==> src/lbs_pkg.sv <==
/*
  Shared constants, types and helpers of the LED behavior sequencer.
  Assumes a single 10 MHz clock and one register bus master.
*/
package lbs_pkg;

  // ==========================================================================
  // Timing
  localparam int unsigned CLK_HZ         = 10_000_000;
  localparam int unsigned TICK_MS        = 1;
  localparam int unsigned TICK_CYC       = CLK_HZ / 1000 * TICK_MS;
  localparam int unsigned STEP_MS        = 32;
  localparam int unsigned TICKS_PER_STEP = STEP_MS / TICK_MS;
  localparam logic [3:0]  PWM_LAST       = 4'hE;

  // ==========================================================================
  // Register indexes, byte address is four times the index
  localparam logic [7:0] IDX_BEHAV_LOW  = 8'h81;
  localparam logic [7:0] IDX_BEHAV_HIGH = 8'h82;
  localparam logic [7:0] IDX_P1_PERIOD  = 8'h84;
  localparam logic [7:0] IDX_OUT_CTRL   = 8'hA0;
  localparam logic [7:0] IDX_LINK       = 8'hA1;
  localparam logic [7:0] IDX_COUNT      = 8'hA2;
  localparam logic [7:0] IDX_DUTY_BASE  = 8'hA3;
  localparam logic [7:0] IDX_P2_PERIOD  = 8'hA7;
  localparam logic [7:0] IDX_BR_PERIOD  = 8'hA8;
  localparam logic [7:0] IDX_STATUS     = 8'hA9;

  // ==========================================================================
  // Reset values and field positions
  localparam logic [7:0] RST_BEHAV     = 8'h00;
  localparam logic [7:0] RST_P1_PERIOD = 8'h20;
  localparam logic [7:0] RST_P2_PERIOD = 8'h14;
  localparam logic [7:0] RST_BR_PERIOD = 8'h5D;
  localparam logic [7:0] RST_COUNT     = 8'h04;
  localparam logic [7:0] RST_DUTY      = 8'hF0;
  localparam logic [7:0] RST_CTRL      = 8'h00;
  localparam int unsigned START_SEL_BIT = 7;
  localparam int unsigned CNT2_LSB      = 3;
  localparam int unsigned DUTY_MAX_LSB  = 4;

  // ==========================================================================
  // Types
  typedef enum logic [1:0] {LBS_DIRECT, LBS_PULSE1, LBS_PULSE2, LBS_BREATHE} lbs_behav_t;
  typedef enum logic [1:0] {LBS_IDLE, LBS_HOLD, LBS_COUNT} lbs_chan_state_t;

  typedef struct packed {
    lbs_behav_t  behav;
    logic        start_sel;
    logic [6:0]  period;
    logic [2:0]  count;
    logic [3:0]  dmin;
    logic [3:0]  dmax;
  } lbs_cfg_t;

  // Period in ticks; code zero behaves as code one.
  function automatic logic [11:0] lbs_period_ticks(input logic [6:0] code);
    logic [6:0] eff;
    eff = (code == 7'h00) ? 7'h01 : code;
    return 12'(eff * TICKS_PER_STEP);
  endfunction : lbs_period_ticks

endpackage : lbs_pkg

==> src/lbs_channel.sv <==
/*
  One LED channel: behavior state machine and brightness ramp.
  Assumes a one-cycle tick every millisecond and a shared PWM phase.
*/
`timescale 1ns/1ns
module lbs_channel
  import lbs_pkg::*;
(
  input  wire logic       clk_in,
  input  wire logic       resetn_in,
  input  wire logic       tick_in,
  input  wire logic       src_in,
  input  wire logic [3:0] pwm_phase_in,
  input  wire lbs_cfg_t   cfg_in,
  output logic            active_out,
  output logic            busy_out
);

  lbs_chan_state_t state_q, state_d;
  logic            src_q, down_q, down_d;
  logic [11:0]     phase_q, phase_d, acc_q, acc_d, acc_n, per;
  logic [3:0]      level_q, level_d, remain_q, remain_d, span;
  logic            rise, fall, pulse_end;

  // ==========================================================================
  // Sequencer
  always_comb begin
    rise      = src_in & ~src_q;
    fall      = ~src_in & src_q;
    per       = lbs_period_ticks(cfg_in.period);
    span      = (cfg_in.dmax > cfg_in.dmin) ? 4'(cfg_in.dmax - cfg_in.dmin) : 4'h0;
    pulse_end = tick_in && (state_q != LBS_IDLE) && (phase_q == per - 12'h001);
    state_d   = state_q;
    remain_d  = remain_q;
    phase_d   = phase_q;
    acc_d     = acc_q;
    down_d    = down_q;
    level_d   = level_q;
    acc_n     = acc_q + 12'({span, 1'b0});
    case (state_q)
      LBS_IDLE: begin
        phase_d = 12'h000;
        acc_d   = 12'h000;
        down_d  = 1'b0;
        level_d = (cfg_in.behav == LBS_DIRECT && src_in) ? cfg_in.dmax : cfg_in.dmin;
        if (cfg_in.behav == LBS_PULSE1 && (cfg_in.start_sel ? fall : rise)) begin
          state_d  = LBS_COUNT;
          remain_d = {1'b0, cfg_in.count};
        end else if (cfg_in.behav != LBS_PULSE1 && cfg_in.behav != LBS_DIRECT && rise) begin
          state_d  = LBS_HOLD;
        end
      end
      LBS_HOLD: begin
        if (cfg_in.behav == LBS_PULSE2 && fall) begin
          state_d  = LBS_COUNT;
          remain_d = 4'({1'b0, cfg_in.count} + 4'h1);
        end else if (cfg_in.behav != LBS_PULSE2 && fall) begin
          state_d  = LBS_IDLE;
        end
      end
      LBS_COUNT: begin
        if (pulse_end) begin
          if (remain_q == 4'h0) state_d = LBS_IDLE;
          else remain_d = remain_q - 4'h1;
        end
      end
      default: state_d = LBS_IDLE;
    endcase
    // Error-free ramp: at most one level step per tick as 2*span < period.
    if (state_q != LBS_IDLE && tick_in) begin
      if (phase_q == per - 12'h001) begin
        phase_d = 12'h000;
        acc_d   = 12'h000;
        down_d  = 1'b0;
        level_d = cfg_in.dmin;
      end else begin
        phase_d = phase_q + 12'h001;
        if (phase_q + 12'h001 == (per >> 1)) down_d = 1'b1;
        acc_d = acc_n;
        if (acc_n >= per) begin
          acc_d   = acc_n - per;
          level_d = down_q ? level_q - 4'h1 : level_q + 4'h1;
        end
      end
    end
    active_out = level_q > pwm_phase_in;
    busy_out   = state_q != LBS_IDLE;
  end

  always_ff @(posedge clk_in or negedge resetn_in) begin
    if (!resetn_in) begin
      state_q  <= LBS_IDLE;
      src_q    <= 1'b0;
      phase_q  <= 12'h000;
      acc_q    <= 12'h000;
      down_q   <= 1'b0;
      level_q  <= 4'h0;
      remain_q <= 4'h0;
    end else begin
      state_q  <= state_d;
      src_q    <= src_in;
      phase_q  <= phase_d;
      acc_q    <= acc_d;
      down_q   <= down_d;
      level_q  <= level_d;
      remain_q <= remain_d;
    end
  end
endmodule : lbs_channel

==> src/lbs_top.sv <==
/*
  LED behavior sequencer top: Avalon-MM register slave, millisecond
  divider, touch synchronisers, PWM phase and eight channels.
  Assumes touch inputs are asynchronous levels, high while touched.
*/
// Added by the designer: the Avalon-MM slave port.
// Contract
// - Low behavior register holds channel 4..1 selectors, two bits each, top down.
// - High behavior register holds channel 8..5 selectors, two bits each, top down.
// - Direct: output on while touched or control bit set, off otherwise.
// - Counted pulse: start trigger runs programmed pulses min-max-min; no stop trigger.
// - Pulse while held; on release run programmed further pulses, then rest minimum.
// - Breathe: ramp min to max and back, each ramp half the period.
// - PWM rate follows behavior; direct uses maximum rate with zero rise/fall. All channels here share one PWM phase that steps every clock.
// - Counted pulse period is a 7-bit code in 32 ms steps.
// - Period equals code times 32 ms, code zero gives 32 ms.
// - Counted pulse period register resets to 20h, 1024 ms, start edge cleared.
// - Start-edge bit: 0 starts on touch or set, 1 on release or clear.
// - Very short periods run at the shortest period the limits allow.
// - Linked channels trigger from sensor; unlinked ones from the control bit.
// - A 3-bit count n gives n plus one pulses.
// - Each behavior ramps between its own 4-bit minimum and maximum duty.
`timescale 1ns/1ns
module lbs_top
  import lbs_pkg::*;
#(
  parameter int unsigned TICK_CYCLES = TICK_CYC
)(
  input  wire logic        clk_in,
  input  wire logic        resetn_in,
  input  wire logic [9:0]  avs_address_in,
  input  wire logic        avs_read_in,
  input  wire logic        avs_write_in,
  input  wire logic [31:0] avs_writedata_in,
  input  wire logic [3:0]  avs_byteenable_in,
  output logic [31:0]      avs_readdata_out,
  output logic             avs_waitrequest_out,
  input  wire logic [7:0]  touch_in,
  output logic [7:0]       led_out
);

  // ==========================================================================
  // Declarations
  logic [7:0]  behav_low_q, behav_low_d;
  logic [7:0]  behav_high_q, behav_high_d;
  logic [7:0]  p1per_q, p1per_d;
  logic [7:0]  p2per_q, p2per_d;
  logic [7:0]  brper_q, brper_d;
  logic [7:0]  ctrl_q, ctrl_d;
  logic [7:0]  link_q, link_d;
  logic [7:0]  count_q, count_d;
  logic [7:0]  duty_q [4];
  logic [7:0]  duty_d [4];
  logic        wait_q, wait_d;
  logic [31:0] rdata_q, rdata_d;
  logic [7:0]  idx;
  logic        wr_commit;
  logic [7:0]  wbyte;
  logic [15:0] behav_all;

  logic [7:0]  touch_meta_q, touch_sync_q;
  logic [15:0] tick_cnt_q, tick_cnt_d;
  logic        tick_q, tick_d;
  logic [3:0]  pwm_q, pwm_d;
  logic [7:0]  led_d;
  logic [7:0]  src, active, busy;
  lbs_cfg_t    cfg [8];

  // ==========================================================================
  // Helpers
  function automatic logic [7:0] duty_slot(input lbs_behav_t b);
    case (b)
      LBS_PULSE1:  return 8'h00;
      LBS_PULSE2:  return 8'h01;
      LBS_BREATHE: return 8'h02;
      default:     return 8'h03;
    endcase
  endfunction : duty_slot

  function automatic lbs_cfg_t chan_cfg(input logic [1:0] code, input logic [7:0] duty,
                                        input logic [7:0] p1, input logic [7:0] p2,
                                        input logic [7:0] br, input logic [7:0] cnt);
    lbs_cfg_t c;
    c.behav     = lbs_behav_t'(code);
    c.start_sel = p1[START_SEL_BIT];
    c.dmin      = duty[3:0];
    c.dmax      = duty[DUTY_MAX_LSB +: 4];
    c.count     = cnt[2:0];
    c.period    = p1[6:0];
    if (c.behav == LBS_PULSE2) begin
      c.period = p2[6:0];
      c.count  = cnt[CNT2_LSB +: 3];
    end else if (c.behav == LBS_BREATHE) begin
      c.period = br[6:0];
    end
    return c;
  endfunction : chan_cfg

  // ==========================================================================
  // Register slave
  // A request is answered one cycle after it is seen; the write lands and
  // read data is valid in the single cycle that waitrequest is low.
  always_comb begin
    idx          = avs_address_in[9:2];
    wr_commit    = avs_write_in && !wait_q && avs_byteenable_in[0];
    wbyte        = avs_writedata_in[7:0];
    wait_d       = 1'b1;
    rdata_d      = rdata_q;
    behav_low_d  = behav_low_q;
    behav_high_d = behav_high_q;
    p1per_d      = p1per_q;
    p2per_d      = p2per_q;
    brper_d      = brper_q;
    ctrl_d       = ctrl_q;
    link_d       = link_q;
    count_d      = count_q;
    for (int i = 0; i < 4; i++) begin
      duty_d[i] = duty_q[i];
    end
    if ((avs_read_in || avs_write_in) && wait_q) begin
      wait_d  = 1'b0;
      rdata_d = 32'h0000_0000;
      case (idx)
        IDX_BEHAV_LOW:  rdata_d[7:0] = behav_low_q;
        IDX_BEHAV_HIGH: rdata_d[7:0] = behav_high_q;
        IDX_P1_PERIOD:  rdata_d[7:0] = p1per_q;
        IDX_OUT_CTRL:   rdata_d[7:0] = ctrl_q;
        IDX_LINK:       rdata_d[7:0] = link_q;
        IDX_COUNT:      rdata_d[7:0] = count_q;
        IDX_P2_PERIOD:  rdata_d[7:0] = p2per_q;
        IDX_BR_PERIOD:  rdata_d[7:0] = brper_q;
        IDX_STATUS:     rdata_d[7:0] = busy;
        default: begin
          if (idx >= IDX_DUTY_BASE && idx < IDX_DUTY_BASE + 8'h04) begin
            rdata_d[7:0] = duty_q[2'(idx - IDX_DUTY_BASE)];
          end
        end
      endcase
    end
    if (wr_commit) begin
      case (idx)
        IDX_BEHAV_LOW:  behav_low_d  = wbyte;
        IDX_BEHAV_HIGH: behav_high_d = wbyte;
        IDX_P1_PERIOD:  p1per_d      = wbyte;
        IDX_OUT_CTRL:   ctrl_d       = wbyte;
        IDX_LINK:       link_d       = wbyte;
        IDX_COUNT:      count_d      = {2'b00, wbyte[5:0]};
        IDX_P2_PERIOD:  p2per_d      = {1'b0, wbyte[6:0]};
        IDX_BR_PERIOD:  brper_d      = {1'b0, wbyte[6:0]};
        default: begin
          if (idx >= IDX_DUTY_BASE && idx < IDX_DUTY_BASE + 8'h04) begin
            duty_d[2'(idx - IDX_DUTY_BASE)] = wbyte;
          end
        end
      endcase
    end
  end

  always_ff @(posedge clk_in or negedge resetn_in) begin
    if (!resetn_in) begin
      wait_q       <= 1'b1;
      rdata_q      <= 32'h0000_0000;
      behav_low_q  <= RST_BEHAV;
      behav_high_q <= RST_BEHAV;
      p1per_q      <= RST_P1_PERIOD;
      p2per_q      <= RST_P2_PERIOD;
      brper_q      <= RST_BR_PERIOD;
      ctrl_q       <= RST_CTRL;
      link_q       <= RST_CTRL;
      count_q      <= RST_COUNT;
      for (int i = 0; i < 4; i++) begin
        duty_q[i] <= RST_DUTY;
      end
    end else begin
      wait_q       <= wait_d;
      rdata_q      <= rdata_d;
      behav_low_q  <= behav_low_d;
      behav_high_q <= behav_high_d;
      p1per_q      <= p1per_d;
      p2per_q      <= p2per_d;
      brper_q      <= brper_d;
      ctrl_q       <= ctrl_d;
      link_q       <= link_d;
      count_q      <= count_d;
      for (int i = 0; i < 4; i++) begin
        duty_q[i] <= duty_d[i];
      end
    end
  end

  assign avs_readdata_out    = rdata_q;
  assign avs_waitrequest_out = wait_q;

  // ==========================================================================
  // Time base and PWM phase
  // The PWM phase steps every clock, the fastest rate the 15-step duty
  // scale allows.
  always_comb begin
    tick_cnt_d = tick_cnt_q + 16'h0001;
    tick_d     = 1'b0;
    if (tick_cnt_q == 16'(TICK_CYCLES - 1)) begin
      tick_cnt_d = 16'h0000;
      tick_d     = 1'b1;
    end
    pwm_d = (pwm_q == PWM_LAST) ? 4'h0 : pwm_q + 4'h1;
    led_d = active;
  end

  always_ff @(posedge clk_in or negedge resetn_in) begin
    if (!resetn_in) begin
      tick_cnt_q   <= 16'h0000;
      tick_q       <= 1'b0;
      pwm_q        <= 4'h0;
    end else begin
      tick_cnt_q   <= tick_cnt_d;
      tick_q       <= tick_d;
      pwm_q        <= pwm_d;
    end
  end

  // ==========================================================================
  // Touch synchroniser and LED output register
  always_ff @(posedge clk_in or negedge resetn_in) begin
    if (!resetn_in) begin
      touch_meta_q <= 8'h00;
      touch_sync_q <= 8'h00;
      led_out      <= 8'h00;
    end else begin
      touch_meta_q <= touch_in;
      touch_sync_q <= touch_meta_q;
      led_out      <= led_d;
    end
  end

  // ==========================================================================
  // Channels
  // Both behavior bytes are joined first, since a concatenation cannot be indexed.
  assign behav_all = {behav_high_q, behav_low_q};

  for (genvar g = 0; g < 8; g++) begin : g_chan
    assign src[g] = link_q[g] ? touch_sync_q[g] : ctrl_q[g];
    assign cfg[g] = chan_cfg(behav_all[2*g +: 2],
                             duty_q[2'(duty_slot(lbs_behav_t'(behav_all[2*g +: 2])))],
                             p1per_q, p2per_q, brper_q, count_q);
    lbs_channel u_chan (
      .clk_in       (clk_in),
      .resetn_in    (resetn_in),
      .tick_in      (tick_q),
      .src_in       (src[g]),
      .pwm_phase_in (pwm_q),
      .cfg_in       (cfg[g]),
      .active_out   (active[g]),
      .busy_out     (busy[g])
    );
  end
endmodule : lbs_top

==> config.mk <==
export PLATFORM = sky130hd
export DESIGN_NAME = lbs_top
export DESIGN_NICKNAME = d
export VERILOG_FILES = /design/src/lbs_pkg.sv /design/src/lbs_channel.sv /design/src/lbs_top.sv
export SDC_FILE = /design/constraint.sdc
export NUM_CORES = 2
export LEC_CHECK = 0
export BUFFER_PORTS_ARGS = -buffer_cell sky130_fd_sc_hd__buf_2
export CORE_MARGIN = 2
export CORE_UTILIZATION = 45
export CTS_CLUSTER_DIAMETER = 30
export DETAILED_ROUTE_END_ITERATION = 10
export GPL_TIMING_DRIVEN = 1
export MAX_ROUTING_LAYER = met4
export PLACE_DENSITY_LB_ADDON = 0.2
export SLEW_MARGIN = 20
export SYNTH_ARGS = -nofsm -noshare
export SYNTH_HDL_FRONTEND = slang
export SYNTH_SLANG_ARGS = --single-unit
==> constraint.sdc <==
create_clock -name clk_in -period 8 [get_ports clk_in]
set_clock_uncertainty 0.1 [all_clocks]
set_input_delay 0.4 -clock clk_in [delete_from_list [all_inputs] [get_ports clk_in]]
set_output_delay 0.4 -clock clk_in [all_outputs]
set_load 0.01 [all_outputs]
==> results.txt <==
CTS tree - built
Ys Warns - 0
Post-Syn Instances - 3989
Pwr Total - 9.37 mW
Routed WL - 107000 um
WP data required - 8.51 ns
CP Max Fanout - 17
placed cell area - 0.0370 sq mm
worst min path class - input pin to register
GRT met3 Usage - 0.0660
switching share of total power - 0.308
met1 Track Usage GR - 0.353
die width - 287 um
share of layout cells above drive strength 1 - 0.140
final hold vios - 0
Power per Cell Area - 227 mW/mm^2
Finished Cell Area - 0.0412 sq mm
WL/cell - 20.6 um
Worst path max stage delay - 0.72 ns
R2R cell count - 30
Net count, final - 4383
Critical path origin - behav_high_q[1]
crit start category - register
DR vias/cell - 5.91
Post-Syn Area - 0.0360 sq mm
clock root buffer - clkbuf_16
CTS Buf Count - 120
Syn-to-layout area delta - 14.5%
largest net degree at the start of global routing - 153
number of synthesized flops with an enable pin - 0
Max-Cap Viols - 0
HPWL Detailed - 72500 um
Clock power frac - 0.522
Final setup viols - 0
CTS H-tree depth - 3
Total Routing Usage GR - 0.266
Global Route met2 Usage - 0.393
antenna violations before repair - 8
VDD IR max - 0.192 mV
fmax - 138 MHz
die area - 0.0823 sq mm
clock latency on the worst-skew pair - 0.71 ns
Worst-path clk slew - 0.05 ns
critical path's slowest cell - nor2_1
Crit Path Class - register to register
worst slew pin tran - 1.13 ns
DRT iter0 DRCs - 2316
grt total ovfl - 0
vias in the first global route - 29200
core area - 0.0791 sq mm
Comb power frac - 0.212
FF+latch count, synth - 426
Tmin final - 7.23 ns
drt pass-1 iters - 6
Reg2Reg Setup Slack - 0.77 ns
DR DRC count - 0
# port buffers - 45
ANT nets after route - 0
RSZ-0062 raised after global routing - false
synthesized area per cell - 9.03 sq um
Switch Pwr - 2.89 mW
sequential share of power - 0.266
Sink Count - 426
status - complete, no violations
Fill cells - 7282
Initial Util - 0.455
Seq/Total Area, Yosys - 0.297
gpl congestion - 0.942
busiest layer in global routing - met2
Setup Total Neg Slack - 0 ns
global-route wire length before repair - 167000 um
Worst R2R Start - behav_high_q[1]
site row count - 103
Static Leak - 18.3 nW
crit path DAT - 7.74 ns
Top delay family on crit path - compound AO/OA/AOI/OAI gates
Critical path buffers and inverters - 4
element type at the critical path end - register
Reg-to-Reg End - g_chan[4].u_chan.level_q[0]
clock tree buffer depth - 3
num ports - 99
ys async rst share - 1.00
max-slew violation count - 0
Most Frequent Cell on Critical Path - ha_1
Top FF cell, synth - dfrtp_1
fin crit share - 0.904
Netlist cell types - 108
end point of the critical path - g_chan[4].u_chan.level_q[0]
Slew headroom - 0.249
Internal - 6.49 mW
Die Span Y - 287 um
CP Depth - 30
via count - 30600
## layer usage
layer  up-vias  part of all wire  routed length, um
met5         -                 0                  0
met4         0             0.036               3890
met3       276             0.087               9300
met2      1159              0.44              46700
met1     14700              0.44              47000
li1      14400                 -                  -
## synth_stat cells, drive strengths merged, types with 39 or more instances
master / n / share of area
o21ai: 254 / 0.036
nand2b: 44 / 0.0076
ha: 277 / 0.096
nor3: 64 / 0.0089
nand4: 62 / 0.011
nand3: 104 / 0.015
dfrtp: 400 / 0.28
xnor2: 213 / 0.052
nor2b: 48 / 0.0083
and3: 50 / 0.0087
a22o: 51 / 0.012
a21o: 62 / 0.013
xor2: 122 / 0.030
and2: 52 / 0.0090
nand2: 369 / 0.039
nor2: 259 / 0.028
a31oi: 55 / 0.0096
a21oi: 234 / 0.033
clkbuf: 120 / 0.014
mux2i: 152 / 0.044
mux2: 142 / 0.045
inv: 250 / 0.026
nor4: 39 / 0.0075
mux4: 72 / 0.045
o22ai: 41 / 0.0071
buf: 85 / 0.015
## layout by cell type, fill, tap and decap left out, types with 26 or more instances in the layout
cell / count
a21o_1: 62
a21oi_1: 231
a22o_1: 51
a31oi_1: 55
and2_1: 51
and3_1: 50
buf_2: 44
buf_4: 39
clkbuf_16: 121
clkinv_2: 26
dfrtp_1: 400
dfstp_2: 26
ha_1: 277
inv_1: 247
mux2_2: 138
mux2i_1: 144
mux4_2: 72
nand2_1: 368
nand2b_1: 44
nand3_1: 102
nand4_1: 62
nor2_1: 250
nor2b_1: 48
nor3_1: 64
nor4_1: 36
o211ai_1: 27
o21ai_0: 233
o22ai_1: 41
xnor2_1: 213
xor2_1: 122
## cell type report
cell class | instances | area, sq um | share of cell area
Clock inverter | 56 | 762 | 0.0185
Multi-Input combinational cell | 3130 | 23400 | 0.568
Sequential cell | 426 | 10700 | 0.259
Clock buffer | 163 | 3420 | 0.0828
Tap cell | 1050 | 1310 | 0.0319
Antenna cell | 5 | 12.5 | 0.000303
Inverter | 251 | 942 | 0.0228
Timing Repair Buffer | 95 | 658 | 0.0160
## power by group through the flow
stage	sequential [mW]	clock (mW)	combinational [mW]
floorplan	2.46	0	1.46
global placement	2.51	0	1.94
detailed placement	2.51	0	1.96
CTS	2.48	4.96	1.98
global route	2.50	5.09	2.24
finish	2.49	4.89	1.99
## state kept, by name, indices dropped and copies added (netlist names), 4 cells and up
register	count
touch_meta_q	8
behav_low_q	8
tick_cnt_q	16
g_chan.u_chan.src_q	8
g_chan.u_chan.state_q	16
g_chan.u_chan.acc_q	88
ctrl_q	8
g_chan.u_chan.level_q	32
behav_high_q	8
link_q	8
p2per_q	7
p1per_q	8
led_out	8
duty_q	32
touch_sync_q	8
count_q	6
g_chan.u_chan.remain_q	32
brper_q	7
g_chan.u_chan.phase_q	96
g_chan.u_chan.down_q	8
pwm_q	4
avs_readdata_out	8
## stage by stage
stage | utilization | setup WS (ns) | cells | hold WS (ns)
after floorplan | - | 1.09 | 4012 | 0.00441
after global placement | 0.467 | 0.903 | 4943 | 0.231
after detailed placement | 0.467 | 0.856 | 4943 | 0.235
after CTS | 0.521 | 0.800 | 5171 | 0.00388
after global routing | 0.521 | 0.00892 | 5176 | 0.0234
final | 0.521 | 0.768 | 5176 | 0.0672
## how the worst min path moves through the flow
stage | start | endpoint | slack, ns | cells past startpoint
detailed placement | touch_meta_q[4] | touch_sync_q[4] | 0.23 | 0
global placement | touch_meta_q[1] | touch_sync_q[1] | 0.23 | 0
CTS | avs_writedata_in[7] | p1per_q[7] | 0.004 | 2
global route | avs_writedata_in[7] | p1per_q[7] | 0.02 | 2
finish | avs_writedata_in[5] | link_q[5] | 0.07 | 2
floorplan | resetn_in | avs_readdata_out[0] | 0.004 | 0
## timing repair
| action | in CTS | in global routing |
|---|---|---|
| setup buffers | 0 | 0 |
| endpoints found under the hold margin | 76 | 0 |
| hold buffers | 9 | 0 |
| gates resized for setup | 0 | 1 |
| setup endpoints to repair | 0 | 1 |
## cell families after synthesis
logic type                 share of synthesized area
and+or+nand+nor                                0.156
AOI/OAI and AO/OA                              0.166
buffers and inverters                         0.0544
DFF                                            0.297
muxes                                          0.133
xor gates and xnor gates                      0.0815
adders and majority gates                      0.111
other                                       0.000104
(Power assumes the default switching activity.)
